File: config.mk
export PLATFORM = sky130hd
export DESIGN_NAME = sbx_expander
export DESIGN_NICKNAME = d
export VERILOG_FILES = /design/src/logic/sbx_pkg.sv /design/src/logic/sbx_fwd_cell.sv /design/src/logic/sbx_expander.sv
export SDC_FILE = /design/constraint.sdc
export NUM_CORES = 1
export LEC_CHECK = 0
export BUFFER_PORTS_ARGS = -buffer_cell sky130_fd_sc_hd__buf_2
export CAP_MARGIN = 20
export CORE_ASPECT_RATIO = 0.8
export CORE_MARGIN = 1.5
export CORE_UTILIZATION = 60
export DETAILED_ROUTE_END_ITERATION = 16
export PLACE_DENSITY = 0.93
export SLEW_MARGIN = 20
export SYNTH_ARGS = -nofsm -noshare
export SYNTH_HDL_FRONTEND = slang
export SYNTH_SLANG_ARGS = --single-unit
File: constraint.sdc
create_clock -name core_clk_i -period 3.1 [get_ports core_clk_i]
set_clock_uncertainty 0.2 [all_clocks]
set_input_delay 0.155 -clock core_clk_i [delete_from_list [all_inputs] [get_ports core_clk_i]]
set_output_delay 0.155 -clock core_clk_i [all_outputs]
set_load 0.03 [all_outputs]
File: src/logic/sbx_pkg.sv
// Shared constants for the two-port bus segment expander
package sbx_pkg;

    // ************************************************************
    // Line map: 16 data, 2 parity, 9 control
    // ************************************************************
    localparam int unsigned N_LINES  = 27;
    localparam int unsigned LN_P0    = 16;
    localparam int unsigned LN_P1    = 17;
    localparam int unsigned LN_BSY   = 18;
    localparam int unsigned LN_SEL   = 19;
    localparam int unsigned LN_RST   = 20;
    localparam int unsigned LN_ATN   = 21;
    localparam int unsigned LN_MSG   = 22;
    localparam int unsigned LN_CD    = 23;
    localparam int unsigned LN_IO    = 24;
    localparam int unsigned LN_REQ   = 25;
    localparam int unsigned LN_ACK   = 26;

    // ************************************************************
    // Timing
    // ************************************************************
    localparam int unsigned CLK_PERIOD_NS = 100;
    localparam int unsigned HOLD_NS       = 200;
    localparam int unsigned SETUP_NS      = 100;
    localparam int unsigned RECOV_NS      = 100;
    localparam int unsigned HOLD_CYC  =
        (HOLD_NS + CLK_PERIOD_NS - 1) / CLK_PERIOD_NS;
    localparam int unsigned SETUP_CYC =
        (SETUP_NS + CLK_PERIOD_NS - 1) / CLK_PERIOD_NS;
    localparam int unsigned RECOV_CYC =
        (RECOV_NS + CLK_PERIOD_NS - 1) / CLK_PERIOD_NS;
    localparam int unsigned CNT_W     = 3;

    // ************************************************************
    // Per-line forwarding states
    // ************************************************************
    typedef enum logic [4:0] {
        SBX_IDLE    = 5'h01,
        SBX_DELAY   = 5'h02,
        SBX_HOLD    = 5'h04,
        SBX_FOLLOW  = 5'h08,
        SBX_RECOVER = 5'h10
    } sbx_fwd_e;

    localparam logic DETACHED_RST = 1'b0;

endpackage

File: src/logic/sbx_fwd_cell.sv
// One bus line forwarder: direction sense, filter, delay, recovery
module sbx_fwd_cell (
    input  wire logic core_clk_i,
    input  wire logic rst_i,
    input  wire logic act_i,
    input  wire logic dly_en_i,
    input  wire logic a_ast_i,
    input  wire logic b_ast_i,
    output logic      a_drv_o,
    output logic      b_drv_o,
    output logic      busy_o
);
    import sbx_pkg::*;

    sbx_fwd_e           st_q;
    logic               dir_q;
    logic               drv_q;
    logic [CNT_W-1:0]   cnt_q;
    logic               src;

    // Only the side recorded as source is watched; our own drive is blind
    assign src = dir_q ? b_ast_i : a_ast_i;

    // ************************************************************
    // Forwarding sequence
    // ************************************************************
    always_ff @(posedge core_clk_i) begin
        if (rst_i) begin
            st_q  <= SBX_IDLE;
            dir_q <= 1'b0;
            drv_q <= 1'b0;
            cnt_q <= '0;
        end else begin
            case (st_q)
                SBX_IDLE: begin
                    // Both sides asserted by others: nothing to pass
                    if (act_i && (a_ast_i ^ b_ast_i)) begin
                        dir_q <= b_ast_i;
                        if (dly_en_i) begin
                            st_q  <= SBX_DELAY;
                            cnt_q <= CNT_W'(SETUP_CYC - 1);
                        end else begin
                            st_q  <= SBX_HOLD;
                            cnt_q <= CNT_W'(HOLD_CYC - 1);
                            drv_q <= 1'b1;
                        end
                    end
                end
                SBX_DELAY: begin
                    // Pulse shorter than the setup delay is dropped
                    if (!src) begin
                        st_q <= SBX_IDLE;
                    end else if (cnt_q == '0) begin
                        st_q  <= SBX_HOLD;
                        cnt_q <= CNT_W'(HOLD_CYC - 1);
                        drv_q <= 1'b1;
                    end else begin
                        cnt_q <= cnt_q - 1'b1;
                    end
                end
                SBX_HOLD: begin
                    // Input bounce ignored while the edge is held
                    if (cnt_q == '0) begin
                        st_q <= SBX_FOLLOW;
                    end else begin
                        cnt_q <= cnt_q - 1'b1;
                    end
                end
                SBX_FOLLOW: begin
                    if (!src) begin
                        drv_q <= 1'b0;
                        st_q  <= SBX_RECOVER;
                        cnt_q <= CNT_W'(RECOV_CYC - 1);
                    end
                end
                SBX_RECOVER: begin
                    // Lets our released line settle before sensing again
                    if (cnt_q == '0) begin
                        st_q <= SBX_IDLE;
                    end else begin
                        cnt_q <= cnt_q - 1'b1;
                    end
                end
                default: begin
                    st_q  <= SBX_IDLE;
                    drv_q <= 1'b0;
                end
            endcase
        end
    end

    assign a_drv_o = drv_q & dir_q;
    assign b_drv_o = drv_q & ~dir_q;
    assign busy_o  = (st_q != SBX_IDLE);

endmodule

File: src/logic/sbx_expander.sv
// Two-port bus segment expander top with line forwarders
//
// Contract
// - Single-ended and differential port two modes
// - Disable detaches buses without corrupting transfers
// - Forward data and parity source to load
// - Enable drivers only opposite the source
// - Re-time forwarded signals to hold skew
// - Any async or sync rate, no configuration
// - Never arbitrate or answer selection itself
// - Initiators and targets on either port
// - Timing valid with three expanders cascaded
// - Port two has per-line driver enables
// - No software registers, bus signals govern
// - Full wide or narrow data set forwarded
// - Never forward an assertion we drove
// - Hold assertion edge, then follow input
// - Delay data clock leading edge for setup
module sbx_expander (
    input  wire logic                         core_clk_i,
    input  wire logic                         rst_i,
    input  wire logic                         disable_i,
    input  wire logic                         diff_mode_i,
    input  wire logic [sbx_pkg::N_LINES-1:0]  a_ln_i,
    output logic      [sbx_pkg::N_LINES-1:0]  a_ln_o,
    output logic      [sbx_pkg::N_LINES-1:0]  a_ln_oe_o,
    input  wire logic [sbx_pkg::N_LINES-1:0]  b_ln_i,
    output logic      [sbx_pkg::N_LINES-1:0]  b_ln_o,
    output logic      [sbx_pkg::N_LINES-1:0]  b_ln_oe_o,
    output logic      [sbx_pkg::N_LINES-1:0]  b_de_o,
    output logic                              detached_o
);
    import sbx_pkg::*;

    logic [N_LINES-1:0] a_ast;
    logic [N_LINES-1:0] b_ast;
    logic [N_LINES-1:0] a_drv;
    logic [N_LINES-1:0] b_drv;
    logic [N_LINES-1:0] busy;
    logic [N_LINES-1:0] dly_en;
    logic               detached_q;
    logic               bus_free;
    logic               data_clk;
    logic               fwd_act;

    // ************************************************************
    // Line sensing (low level on the wire means asserted)
    // ************************************************************
    // No own ID and no registers: only sensed lines steer us
    assign a_ast = ~a_ln_i;
    assign b_ast = ~b_ln_i;

    assign bus_free = !(a_ast[LN_BSY] | b_ast[LN_BSY]
                      | a_ast[LN_SEL] | b_ast[LN_SEL]) && (busy == '0);

    // Data phase: REQ/ACK clock data when both MSG and C/D are negated
    assign data_clk = (a_ast[LN_BSY] | b_ast[LN_BSY])
                    & ~(a_ast[LN_MSG] | b_ast[LN_MSG])
                    & ~(a_ast[LN_CD] | b_ast[LN_CD]);

    // ************************************************************
    // Detach control
    // ************************************************************
    // Change only at bus free so a running transfer finishes intact
    always_ff @(posedge core_clk_i) begin
        if (rst_i) begin
            detached_q <= DETACHED_RST;
        end else if (bus_free && (disable_i != detached_q)) begin
            detached_q <= disable_i;
        end
    end

    assign detached_o = detached_q;

    // No new take on the detaching edge, else a drive outlives it
    assign fwd_act = !(detached_q || (disable_i && bus_free));

    // ************************************************************
    // Per-line forwarders; all 18 data/parity lines always carried
    // ************************************************************
    // Fixed latency per hop keeps a three-deep cascade within budget
    for (genvar i = 0; i < N_LINES; i++) begin : g_line
        assign dly_en[i] = ((i == LN_REQ) || (i == LN_ACK)) && data_clk;
        sbx_fwd_cell u_cell (
            .core_clk_i (core_clk_i),
            .rst_i      (rst_i),
            .act_i      (fwd_act),
            .dly_en_i   (dly_en[i]),
            .a_ast_i    (a_ast[i]),
            .b_ast_i    (b_ast[i]),
            .a_drv_o    (a_drv[i]),
            .b_drv_o    (b_drv[i]),
            .busy_o     (busy[i])
        );

        // ********************************************************
        // Per-line checks
        // ********************************************************
        a_src_only_b: assert property (
            @(posedge core_clk_i) disable iff (rst_i)
            $rose(b_drv[i]) |-> $past(a_ast[i]))
            else $error("Port two drive without port one source");

        a_src_only_a: assert property (
            @(posedge core_clk_i) disable iff (rst_i)
            $rose(a_drv[i]) |-> $past(b_ast[i]))
            else $error("Port one drive without port two source");

        a_hold_b: assert property (
            @(posedge core_clk_i) disable iff (rst_i)
            $rose(b_drv[i]) |-> b_drv[i] [*3])
            else $error("Port two edge not held");

        a_hold_a: assert property (
            @(posedge core_clk_i) disable iff (rst_i)
            $rose(a_drv[i]) |-> a_drv[i] [*3])
            else $error("Port one edge not held");

        a_follow_b: assert property (
            @(posedge core_clk_i) disable iff (rst_i)
            (b_drv[i] && $past(b_drv[i]) && $past(b_drv[i], 2))
            |=> (b_drv[i] == $past(a_ast[i])))
            else $error("Port two drive not following source");

        a_follow_a: assert property (
            @(posedge core_clk_i) disable iff (rst_i)
            (a_drv[i] && $past(a_drv[i]) && $past(a_drv[i], 2))
            |=> (a_drv[i] == $past(b_ast[i])))
            else $error("Port one drive not following source");

        a_turn_b: assert property (
            @(posedge core_clk_i) disable iff (rst_i)
            $fell(b_drv[i]) |-> !a_drv[i] ##1 !a_drv[i])
            else $error("Turnaround to port one before recovery");

        a_turn_a: assert property (
            @(posedge core_clk_i) disable iff (rst_i)
            $fell(a_drv[i]) |-> !b_drv[i] ##1 !b_drv[i])
            else $error("Turnaround to port two before recovery");

        a_fwd_b: assert property (
            @(posedge core_clk_i) disable iff (rst_i)
            (!busy[i] && fwd_act && !dly_en[i]
             && a_ast[i] && !b_ast[i])
            |=> b_drv[i])
            else $error("Port one assertion not forwarded");

        a_fwd_a: assert property (
            @(posedge core_clk_i) disable iff (rst_i)
            (!busy[i] && fwd_act && !dly_en[i]
             && b_ast[i] && !a_ast[i])
            |=> a_drv[i])
            else $error("Port two assertion not forwarded");

        a_delay_b: assert property (
            @(posedge core_clk_i) disable iff (rst_i)
            (!busy[i] && fwd_act && dly_en[i]
             && a_ast[i] && !b_ast[i])
            |=> !b_drv[i] ##1 (b_drv[i] == $past(a_ast[i])))
            else $error("Port two data clock not delayed");

        a_delay_a: assert property (
            @(posedge core_clk_i) disable iff (rst_i)
            (!busy[i] && fwd_act && dly_en[i]
             && b_ast[i] && !a_ast[i])
            |=> !a_drv[i] ##1 (a_drv[i] == $past(b_ast[i])))
            else $error("Port one data clock not delayed");

        a_both_quiet: assert property (
            @(posedge core_clk_i) disable iff (rst_i)
            (!busy[i] && a_ast[i] && b_ast[i])
            |=> !(a_drv[i] || b_drv[i]))
            else $error("Forwarded a line asserted on both ports");

        a_refuse_off: assert property (
            @(posedge core_clk_i) disable iff (rst_i)
            (!busy[i] && !fwd_act) |=> !(a_drv[i] || b_drv[i]))
            else $error("Line taken while detached");
    end

    // ************************************************************
    // Pin drivers
    // ************************************************************
    // Open-collector style: pins only pull low, terminators pull high
    assign a_ln_o    = '0;
    assign b_ln_o    = '0;
    assign a_ln_oe_o = a_drv;
    // Differential mode steers external transceivers instead
    assign b_ln_oe_o = b_drv & {N_LINES{~diff_mode_i}};
    assign b_de_o    = b_drv & {N_LINES{diff_mode_i}};

    // ************************************************************
    // Checks
    // ************************************************************
    a_one_direction: assert property (
        @(posedge core_clk_i) disable iff (rst_i)
        (a_drv & b_drv) == '0)
        else $error("Line driven on both ports");

    a_detached_quiet: assert property (
        @(posedge core_clk_i) disable iff (rst_i)
        detached_q |-> (a_ln_oe_o == '0 && b_ln_oe_o == '0
                        && b_de_o == '0))
        else $error("Driver active while detached");

    a_detach_busfree: assert property (
        @(posedge core_clk_i) disable iff (rst_i)
        $changed(detached_q) |-> $past(bus_free))
        else $error("Detach changed during a transfer");

    a_mode_steer: assert property (
        @(posedge core_clk_i) disable iff (rst_i)
        diff_mode_i |-> (b_ln_oe_o == '0 && b_de_o == b_drv))
        else $error("Differential steering wrong");

    a_data_forward: assert property (
        @(posedge core_clk_i) disable iff (rst_i)
        (!busy[0] && a_ast[0] && !b_ast[0] && fwd_act)
        |=> b_drv[0])
        else $error("Data assertion not forwarded next cycle");

    a_edge_hold: assert property (
        @(posedge core_clk_i) disable iff (rst_i)
        $rose(b_drv[0]) |-> b_drv[0] [*2])
        else $error("Assertion edge not held");

    a_req_delay: assert property (
        @(posedge core_clk_i) disable iff (rst_i)
        (!busy[LN_REQ] && b_ast[LN_REQ] && !a_ast[LN_REQ]
         && fwd_act && data_clk)
        |=> !a_drv[LN_REQ]
            ##1 (a_drv[LN_REQ] == $past(b_ast[LN_REQ])))
        else $error("Data clock edge not delayed by one cycle");

    a_no_echo: assert property (
        @(posedge core_clk_i) disable iff (rst_i)
        (b_drv[0] && !a_ast[0]) |=> !a_drv[0])
        else $error("Own drive echoed back");

    a_drive_cause: assert property (
        @(posedge core_clk_i) disable iff (rst_i)
        $rose(a_drv[0]) |-> $past(b_ast[0]))
        else $error("Drive without a source assertion");

    a_detach_cause: assert property (
        @(posedge core_clk_i) disable iff (rst_i)
        $rose(detached_q) |-> $past(disable_i))
        else $error("Detached without a request");

    a_attach_cause: assert property (
        @(posedge core_clk_i) disable iff (rst_i)
        $fell(detached_q) |-> !$past(disable_i))
        else $error("Attached while still requested off");

    a_detached_idle: assert property (
        @(posedge core_clk_i) disable iff (rst_i)
        detached_q |-> (busy == '0))
        else $error("Line busy while detached");

    a_busy_freeze: assert property (
        @(posedge core_clk_i) disable iff (rst_i)
        (busy != '0) |=> $stable(detached_q))
        else $error("Detach moved while a line was busy");

    a_attach_apply: assert property (
        @(posedge core_clk_i) disable iff (rst_i)
        (bus_free && (disable_i != detached_q))
        |=> (detached_q == $past(disable_i)))
        else $error("Detach request not applied at bus free");

    a_se_steer: assert property (
        @(posedge core_clk_i) disable iff (rst_i)
        !diff_mode_i |-> (b_de_o == '0 && b_ln_oe_o == b_drv))
        else $error("Single-ended steering wrong");

endmodule

After elaboration in Yosys (flattened, before gate mapping)

Cells that the tools add are included.
W data, S select, Z words.

Flip-flop bits (word level): 271
Output and inout port bits: 136

$add $sub $neg: 27
Equality and inequality tests: 381
Mux-type cells: 516
Bitwise logic cells: 149
Reduce and logical (&&, ||, !) cells: 223

Operator list:

| kind                  | count |
|---|---|
| $mux W5               | 162 |
| $pmux W5 S5           | 27 |
| $mux W3               | 136 |
| $reduce_and A5 Y1     | 79 |
| $pmux W3 S4           | 27 |
| $ne A2 B1 Y1 const B  | 135 |
| $mux W1               | 137 |
| $eq A5 B1 Y1 const B  | 27 |
| $eq A5 B2 Y1 const B  | 27 |
| $eq A5 B3 Y1 const B  | 27 |
| $eq A5 B4 Y1 const B  | 27 |
| $eq A5 B5 Y1 const B  | 27 |
| $ne A5 B1 Y1 const B  | 27 |
| $ne A2 B2 Y1 const B  | 56 |
| $pmux W1 S4           | 27 |
| $reduce_bool A4 Y1    | 27 |
| $logic_not A3 Y1      | 27 |
| $ne A3 B3 Y1 const B  | 27 |
| $sub A3 B1 Y3 const B | 27 |
| $not A1 Y1            | 57 |
| $and A1 B1 Y1         | 56 |
| $and A27 B27 Y27      | 2 |
| $not A27 Y27          | 2 |
| $reduce_and A2 Y1     | 27 |
| other kinds (9)       | 96 |

Logic depth before layout (Yosys ltp)

Depth in word-level cells: 12
Mapped depth: 11
Gate-level depth less buffers: 9

Cells and area by module

Synthesis repeated with hierarchy kept, for this count alone.

Cells, all modules: 2,820
Area total of the unflattened synthesis: 22,995.8 µm²

Modules (own cells, without submodules):

| module                              | instances | cells each | area an instance (µm²) | sequential area each (µm²) |
|---|---|---|---|---|
| sbx_fwd_cell (g_line[0].u_cell ...) | 25        | 98         | 813.3                  | 200.2 |
| sbx_expander                        | 1         | 187        | 1,117.3                | 20.0 |
| sbx_fwd_cell (g_line[15].u_cell)    | 1         | 96         | 810.8                  | 200.2 |
| sbx_fwd_cell (g_line[12].u_cell)    | 1         | 87         | 735.7                  | 200.2 |

Worst setup path after synthesis

No wires, ideal clock.

Path kind: register -> register
Start point: register g_line[7].u_cell.st_q[2]
End point: register g_line[24].u_cell.cnt_q[1]
Data arrival time: 2.471 ns
Data required time: 2.777 ns
Slack: 0.305 ns
Stages on the path, launching flop included: 11
Buffers on the path: 3
Cells stage by stage: dfxtp_1 > buf_2 > nor4b_4 > nand4_1 > or4_1 > buf_2 > o21ai_4 > buf_6 > a21oi_2 > o211ai_2 > mux2_1

Cells in the longest elaborated chain, start to end: 9

Ends and longest elaborated chain:

| what                        | RTL line           | text |
|---|---|---|
| start, declared             | sbx_fwd_cell.sv:15 | `sbx_fwd_e st_q;` |
| start signal, assigned      | sbx_fwd_cell.sv:29 | `st_q <= SBX_IDLE;` |
| start signal, assigned      | sbx_fwd_cell.sv:40 | `st_q <= SBX_DELAY;` |
| start signal, assigned      | sbx_fwd_cell.sv:43 | `st_q <= SBX_HOLD;` |
| $ne A5 B1 Y1                | sbx_fwd_cell.sv:94 | `assign busy_o = (st_q != SBX_IDLE);` |
| $logic_not A27 Y1           | sbx_expander.sv:54 | `\| a_ast[LN_SEL] \| b_ast[LN_SEL]) && (busy == '0);` |
| $logic_and A1 B1 Y1         | sbx_expander.sv:54 |  |
| $logic_and A1 B1 Y1         | sbx_expander.sv:76 | `assign fwd_act = !(detached_q \|\| (disable_i && bus_free));` |
| $logic_or A1 B1 Y1          | sbx_expander.sv:76 |  |
| $logic_not A1 Y1            | sbx_expander.sv:76 |  |
| $logic_and A1 B1 Y1         | sbx_fwd_cell.sv:37 | `if (act_i && (a_ast_i ^ b_ast_i)) begin` |
| $ne A2 B1 Y1 (no line)      | -                  |  |
| $reduce_and A5 Y1 (no line) | -                  |  |
| end signal, assigned        | sbx_fwd_cell.sv:41 | `cnt_q <= CNT_W'(SETUP_CYC - 1);` |
| end signal, assigned        | sbx_fwd_cell.sv:44 | `cnt_q <= CNT_W'(HOLD_CYC - 1);` |
| end signal, assigned        | sbx_fwd_cell.sv:55 | `cnt_q <= CNT_W'(HOLD_CYC - 1);` |
| end, declared               | sbx_fwd_cell.sv:18 | `logic [CNT_W-1:0] cnt_q;` |

Every way passes these cells.
A chain may end at the register's enable or synchronous reset.

Worst setup path after layout

Start point: register g_line[15].u_cell.st_q[4]
End point: register g_line[24].u_cell.cnt_q[1]

Cells in the longest elaborated chain, start to end: 9

Ends and longest elaborated chain:

| what                        | RTL line |
|---|---|
| start, declared             | sbx_fwd_cell.sv:15 |
| start signal, assigned      | sbx_fwd_cell.sv:29 |
| start signal, assigned      | sbx_fwd_cell.sv:40 |
| start signal, assigned      | sbx_fwd_cell.sv:43 |
| $ne A5 B1 Y1                | sbx_fwd_cell.sv:94 |
| $logic_not A27 Y1           | sbx_expander.sv:54 |
| $logic_and A1 B1 Y1         | sbx_expander.sv:54 |
| $logic_and A1 B1 Y1         | sbx_expander.sv:76 |
| $logic_or A1 B1 Y1          | sbx_expander.sv:76 |
| $logic_not A1 Y1            | sbx_expander.sv:76 |
| $logic_and A1 B1 Y1         | sbx_fwd_cell.sv:37 |
| $ne A2 B1 Y1 (no line)      | - |
| $reduce_and A5 Y1 (no line) | - |

Every way passes these cells.

==> impl_metrics.csv <==
group,metric,value,unit
synthesis,ys_seq_area_frac,0.302,
floorplan,dieArea,28200,sq um
sta,relSlewSlack,0.266,
synthesis,ys_top_cells_by_area,"dfxtp_1, a21oi_1, ha_1, nor2_1, o21ai_0",
global_route,grt_pass1_wl,73100,microns
final_layout,syn_to_final_growth,15.7,%
synthesis,avgSynthCellArea,8.05,sq um
final_layout,nets,2334,
status,status,"completed",
routing,wirelength,45600,microns
routing,viasPerCell,6.27,
floorplan,pin_count,194,
setup_path,setup.worst_path.start,"g_line[15].u_cell.st_q[4]$_SDFFE_PP0P_",
sta,fmax,333,MHz
routing,ant_nets,0,
power_and_ir_drop,p_leak,7.81,nW
clocking,ctsLongestPathBuffers,3,
clocking,numCtsBuffers,26,
clocking,path_clk_slew,0.07,ns
clocking,clkSinkCount,246,
floorplan,die-height,150,microns
routing,via_count,16300,
setup_path,arrival,3.23,ns
synthesis,yosys.area.top_type,"dfxtp_1",
synthesis,synth_edf_count,0,
setup_path,worst_r2r_endpoint,"g_line[24].u_cell.cnt_q[1]$_SDFFE_PP0P_",
setup_path,cp.depth,9,
floorplan,core_area,26500,sq um
setup_path,worstPathCellList,"nor4b_2 > nand4_1 > buf_4 > or4_4 > o21ai_4 > buf_4 > a21oi_2 > o211ai_2 > mux2_1",
clocking,root_buffer,"clkbuf_16",
final_layout,design_area,18900,sq um
synthesis,async_flop_share,0,
synthesis,yosysWarnings,0,
synthesis,synthFlopType,"dfxtp_1",
global_route,gr-total-overflow,0,
clocking,clkLatencyLatePin,0.54,ns
placed_design,placed_area,17400,sq um
global_route,grt_max_degree,70,
floorplan,start_util,0.615,
sta,period_needed,3.00,ns
sta,setup_ws,0.101,ns
setup_path,slowest_stage,"or4_4",
setup_path,required,3.33,ns
clocking,htree_levels,1,
sta,fin_crit_sh,0.967,
setup_path,worstPathMaxFanout,11,
global_route,track_usage,0.308,
power_and_ir_drop,max-vdd-ir-drop,0.000446,V
power_and_ir_drop,cellPowerDensity,669,nW/um^2
synthesis,netlist_area,16300,sq um
routing,wire_per_inst,17.6,microns
placed_design,gp_congestion,0.935,
synthesis,synthCells,2026,
floorplan,die_w,187,microns
synthesis,netlist_top_cells_count,"dfxtp_1, nor2_1, a21oi_1",
setup_path,crit_buf_inv,2,
min_path,min_path_type,"in -> reg",
synthesis,synth.most_common_cell,"dfxtp_1",
floorplan,rows,53,
clocking,cts_tree,"yes",
placed_design,dp_hpwl,30100,microns
global_route,grt_pass1_vias,15000,
setup_path,r2r_start,"g_line[15].u_cell.st_q[4]$_SDFFE_PP0P_",
synthesis,ys_ff_latch,246,
setup_path,crit_type,"reg -> reg",
sta,hold_violations,0,
setup_path,end_kind,"flip-flop",
setup_path,reg2regPathDepth,9,
sta,hold-worst-slack,0.170,ns
setup_path,cp_common_cell,"buf_4",
global_route,antenna_found_initial,2,
final_layout,drive_gt1_frac,0.167,
sta,worst_pin_slew,1.10,ns
setup_path,startpoint_type,"flip-flop",
setup_path,cp_top_family,"simple AND/OR/NAND/NOR gates",
placed_design,pre_cts_ws,0.00357,ns
run,max_cap_viol_count,0,
setup_path,worst-r2r-setup-slack,0.10,ns
placed_design,io_buffers,139,
synthesis,yosysUniqueCellTypes,85,
setup_path,cp-endpoint,"g_line[24].u_cell.cnt_q[1]$_SDFFE_PP0P_",
sta,tns,0,ns
routing,drt_iter0_drc,1553,
setup_path,slowest_delay,0.58,ns
sta,setup_viol,0,
sta,slew_viol_final,0,
routing,drc,0,
synthesis,synth_top_area_frac,0.302,
routing,first_pass_iters,7,
-- cells by family after synthesis --
kind of cell,count (synthesis),synth area share
buf+inv,293,0.0900
flops,246,0.302
simple gates,751,0.275
xor+xnor,77,0.0413
other cells,1,0.000230
fa+ha+maj,57,0.0437
compound gates,557,0.220
mux,44,0.0278
-- registers in the layout, summed over array words and instances, names as in the netlist --
name / flops
g_line.u_cell.st_q: 110
detached_o: 1
g_line.u_cell.dir_q: 27
g_line.u_cell.cnt_q: 81
g_line.u_cell.drv_q: 27
-- repair_timing --
| item | 4_1_cts | 5_1_grt |
|---|---|---|
| pin swaps | 1 | 3 |
| gates resized for setup | 1 | 7 |
| endpoints found under the setup margin | 7 | 53 |
| buffers inserted | 0 | 2 |
| hold buffers | 58 | 0 |
| hold endpoints to repair | 130 | 0 |
-- worst min-delay path by stage --
stage,start,end,slack (ns),depth (start not counted)
2_1_floorplan,b_ln_i[18],g_line[18].u_cell.dir_q$_SDFFE_PP0P_,0.05,1
5_1_grt,b_ln_i[18],g_line[18].u_cell.dir_q$_SDFFE_PP0P_,0.17,3
3_5_place_dp,b_ln_i[18],g_line[18].u_cell.dir_q$_SDFFE_PP0P_,0.17,2
4_1_cts,b_ln_i[18],g_line[18].u_cell.dir_q$_SDFFE_PP0P_,0.15,3
3_3_place_gp,b_ln_i[22],g_line[22].u_cell.dir_q$_SDFFE_PP0P_,0.17,2
6_report,b_ln_i[18],g_line[18].u_cell.dir_q$_SDFFE_PP0P_,0.17,3
-- power by group --
part / leakage [nW] / internal (mW) / switching (mW)
clock: 0.440 / 1.94 / 1.34
sequential: 2.02 / 3.66 / 0.555
combinational: 5.36 / 2.17 / 2.97
-- metrics by stage --
stage	std cells	total power [mW]	util
after floorplan	2079	7.79	-
after global placement	2488	8.83	0.655
after detailed placement	2488	9.09	0.655
after CTS	2592	12.5	0.710
after global routing	2595	13.3	0.712
final	2595	12.6	0.712
-- per-layer routing --
layer  global-route usage  share of wire
met2                0.519           0.46
met5                    0        0.00022
met1                0.387           0.40
met3               0.0678           0.10
met4                0.119          0.035
-- layout make-up --
cell class / count / area, sq um
inverters: 108 / 405
well taps: 357 / 447
multi-input cells: 1540 / 10200
fillers: 1822 / 7650
clock inverters: 6 / 80.1
clock buffers: 40 / 805
repair buffers: 297 / 2050
diodes: 1 / 2.50
flip-flops and latches: 246 / 4920
-- worst min-delay path, stage by stage --
cell and delay, ns:
dlygate4sd3_1 0.52, buf_2 0.12, a211oi_1 0.06
-- layout by cell type (no fill, tap or decap), drive strengths merged, types with 13 or more instances in the layout --
| cell type | n |
|---|---|
| xor2 | 36 |
| o21ai | 146 |
| or3 | 31 |
| nor3b | 32 |
| nor2 | 173 |
| and2 | 43 |
| or4 | 13 |
| a211oi | 28 |
| or2 | 13 |
| nand2b | 32 |
| nor4 | 16 |
| o211ai | 15 |
| nand3b | 19 |
| nand3 | 42 |
| ha | 57 |
| o31ai | 20 |
| conb | 54 |
| nor2b | 31 |
| clkbuf | 40 |
| nand2 | 126 |
| nor4b | 52 |
| dlygate4sd3 | 58 |
| or4b | 19 |
| xnor2 | 41 |
| a31oi | 23 |
| a311oi | 13 |
| a21oi | 165 |
| inv | 108 |
| mux2i | 34 |
| a21o | 15 |
| nand4 | 22 |
| a2bb2oi | 14 |
| and3b | 25 |
| dfxtp | 246 |
| buf | 239 |
| nor3 | 46 |
Power figures use the tool's default switching activity.
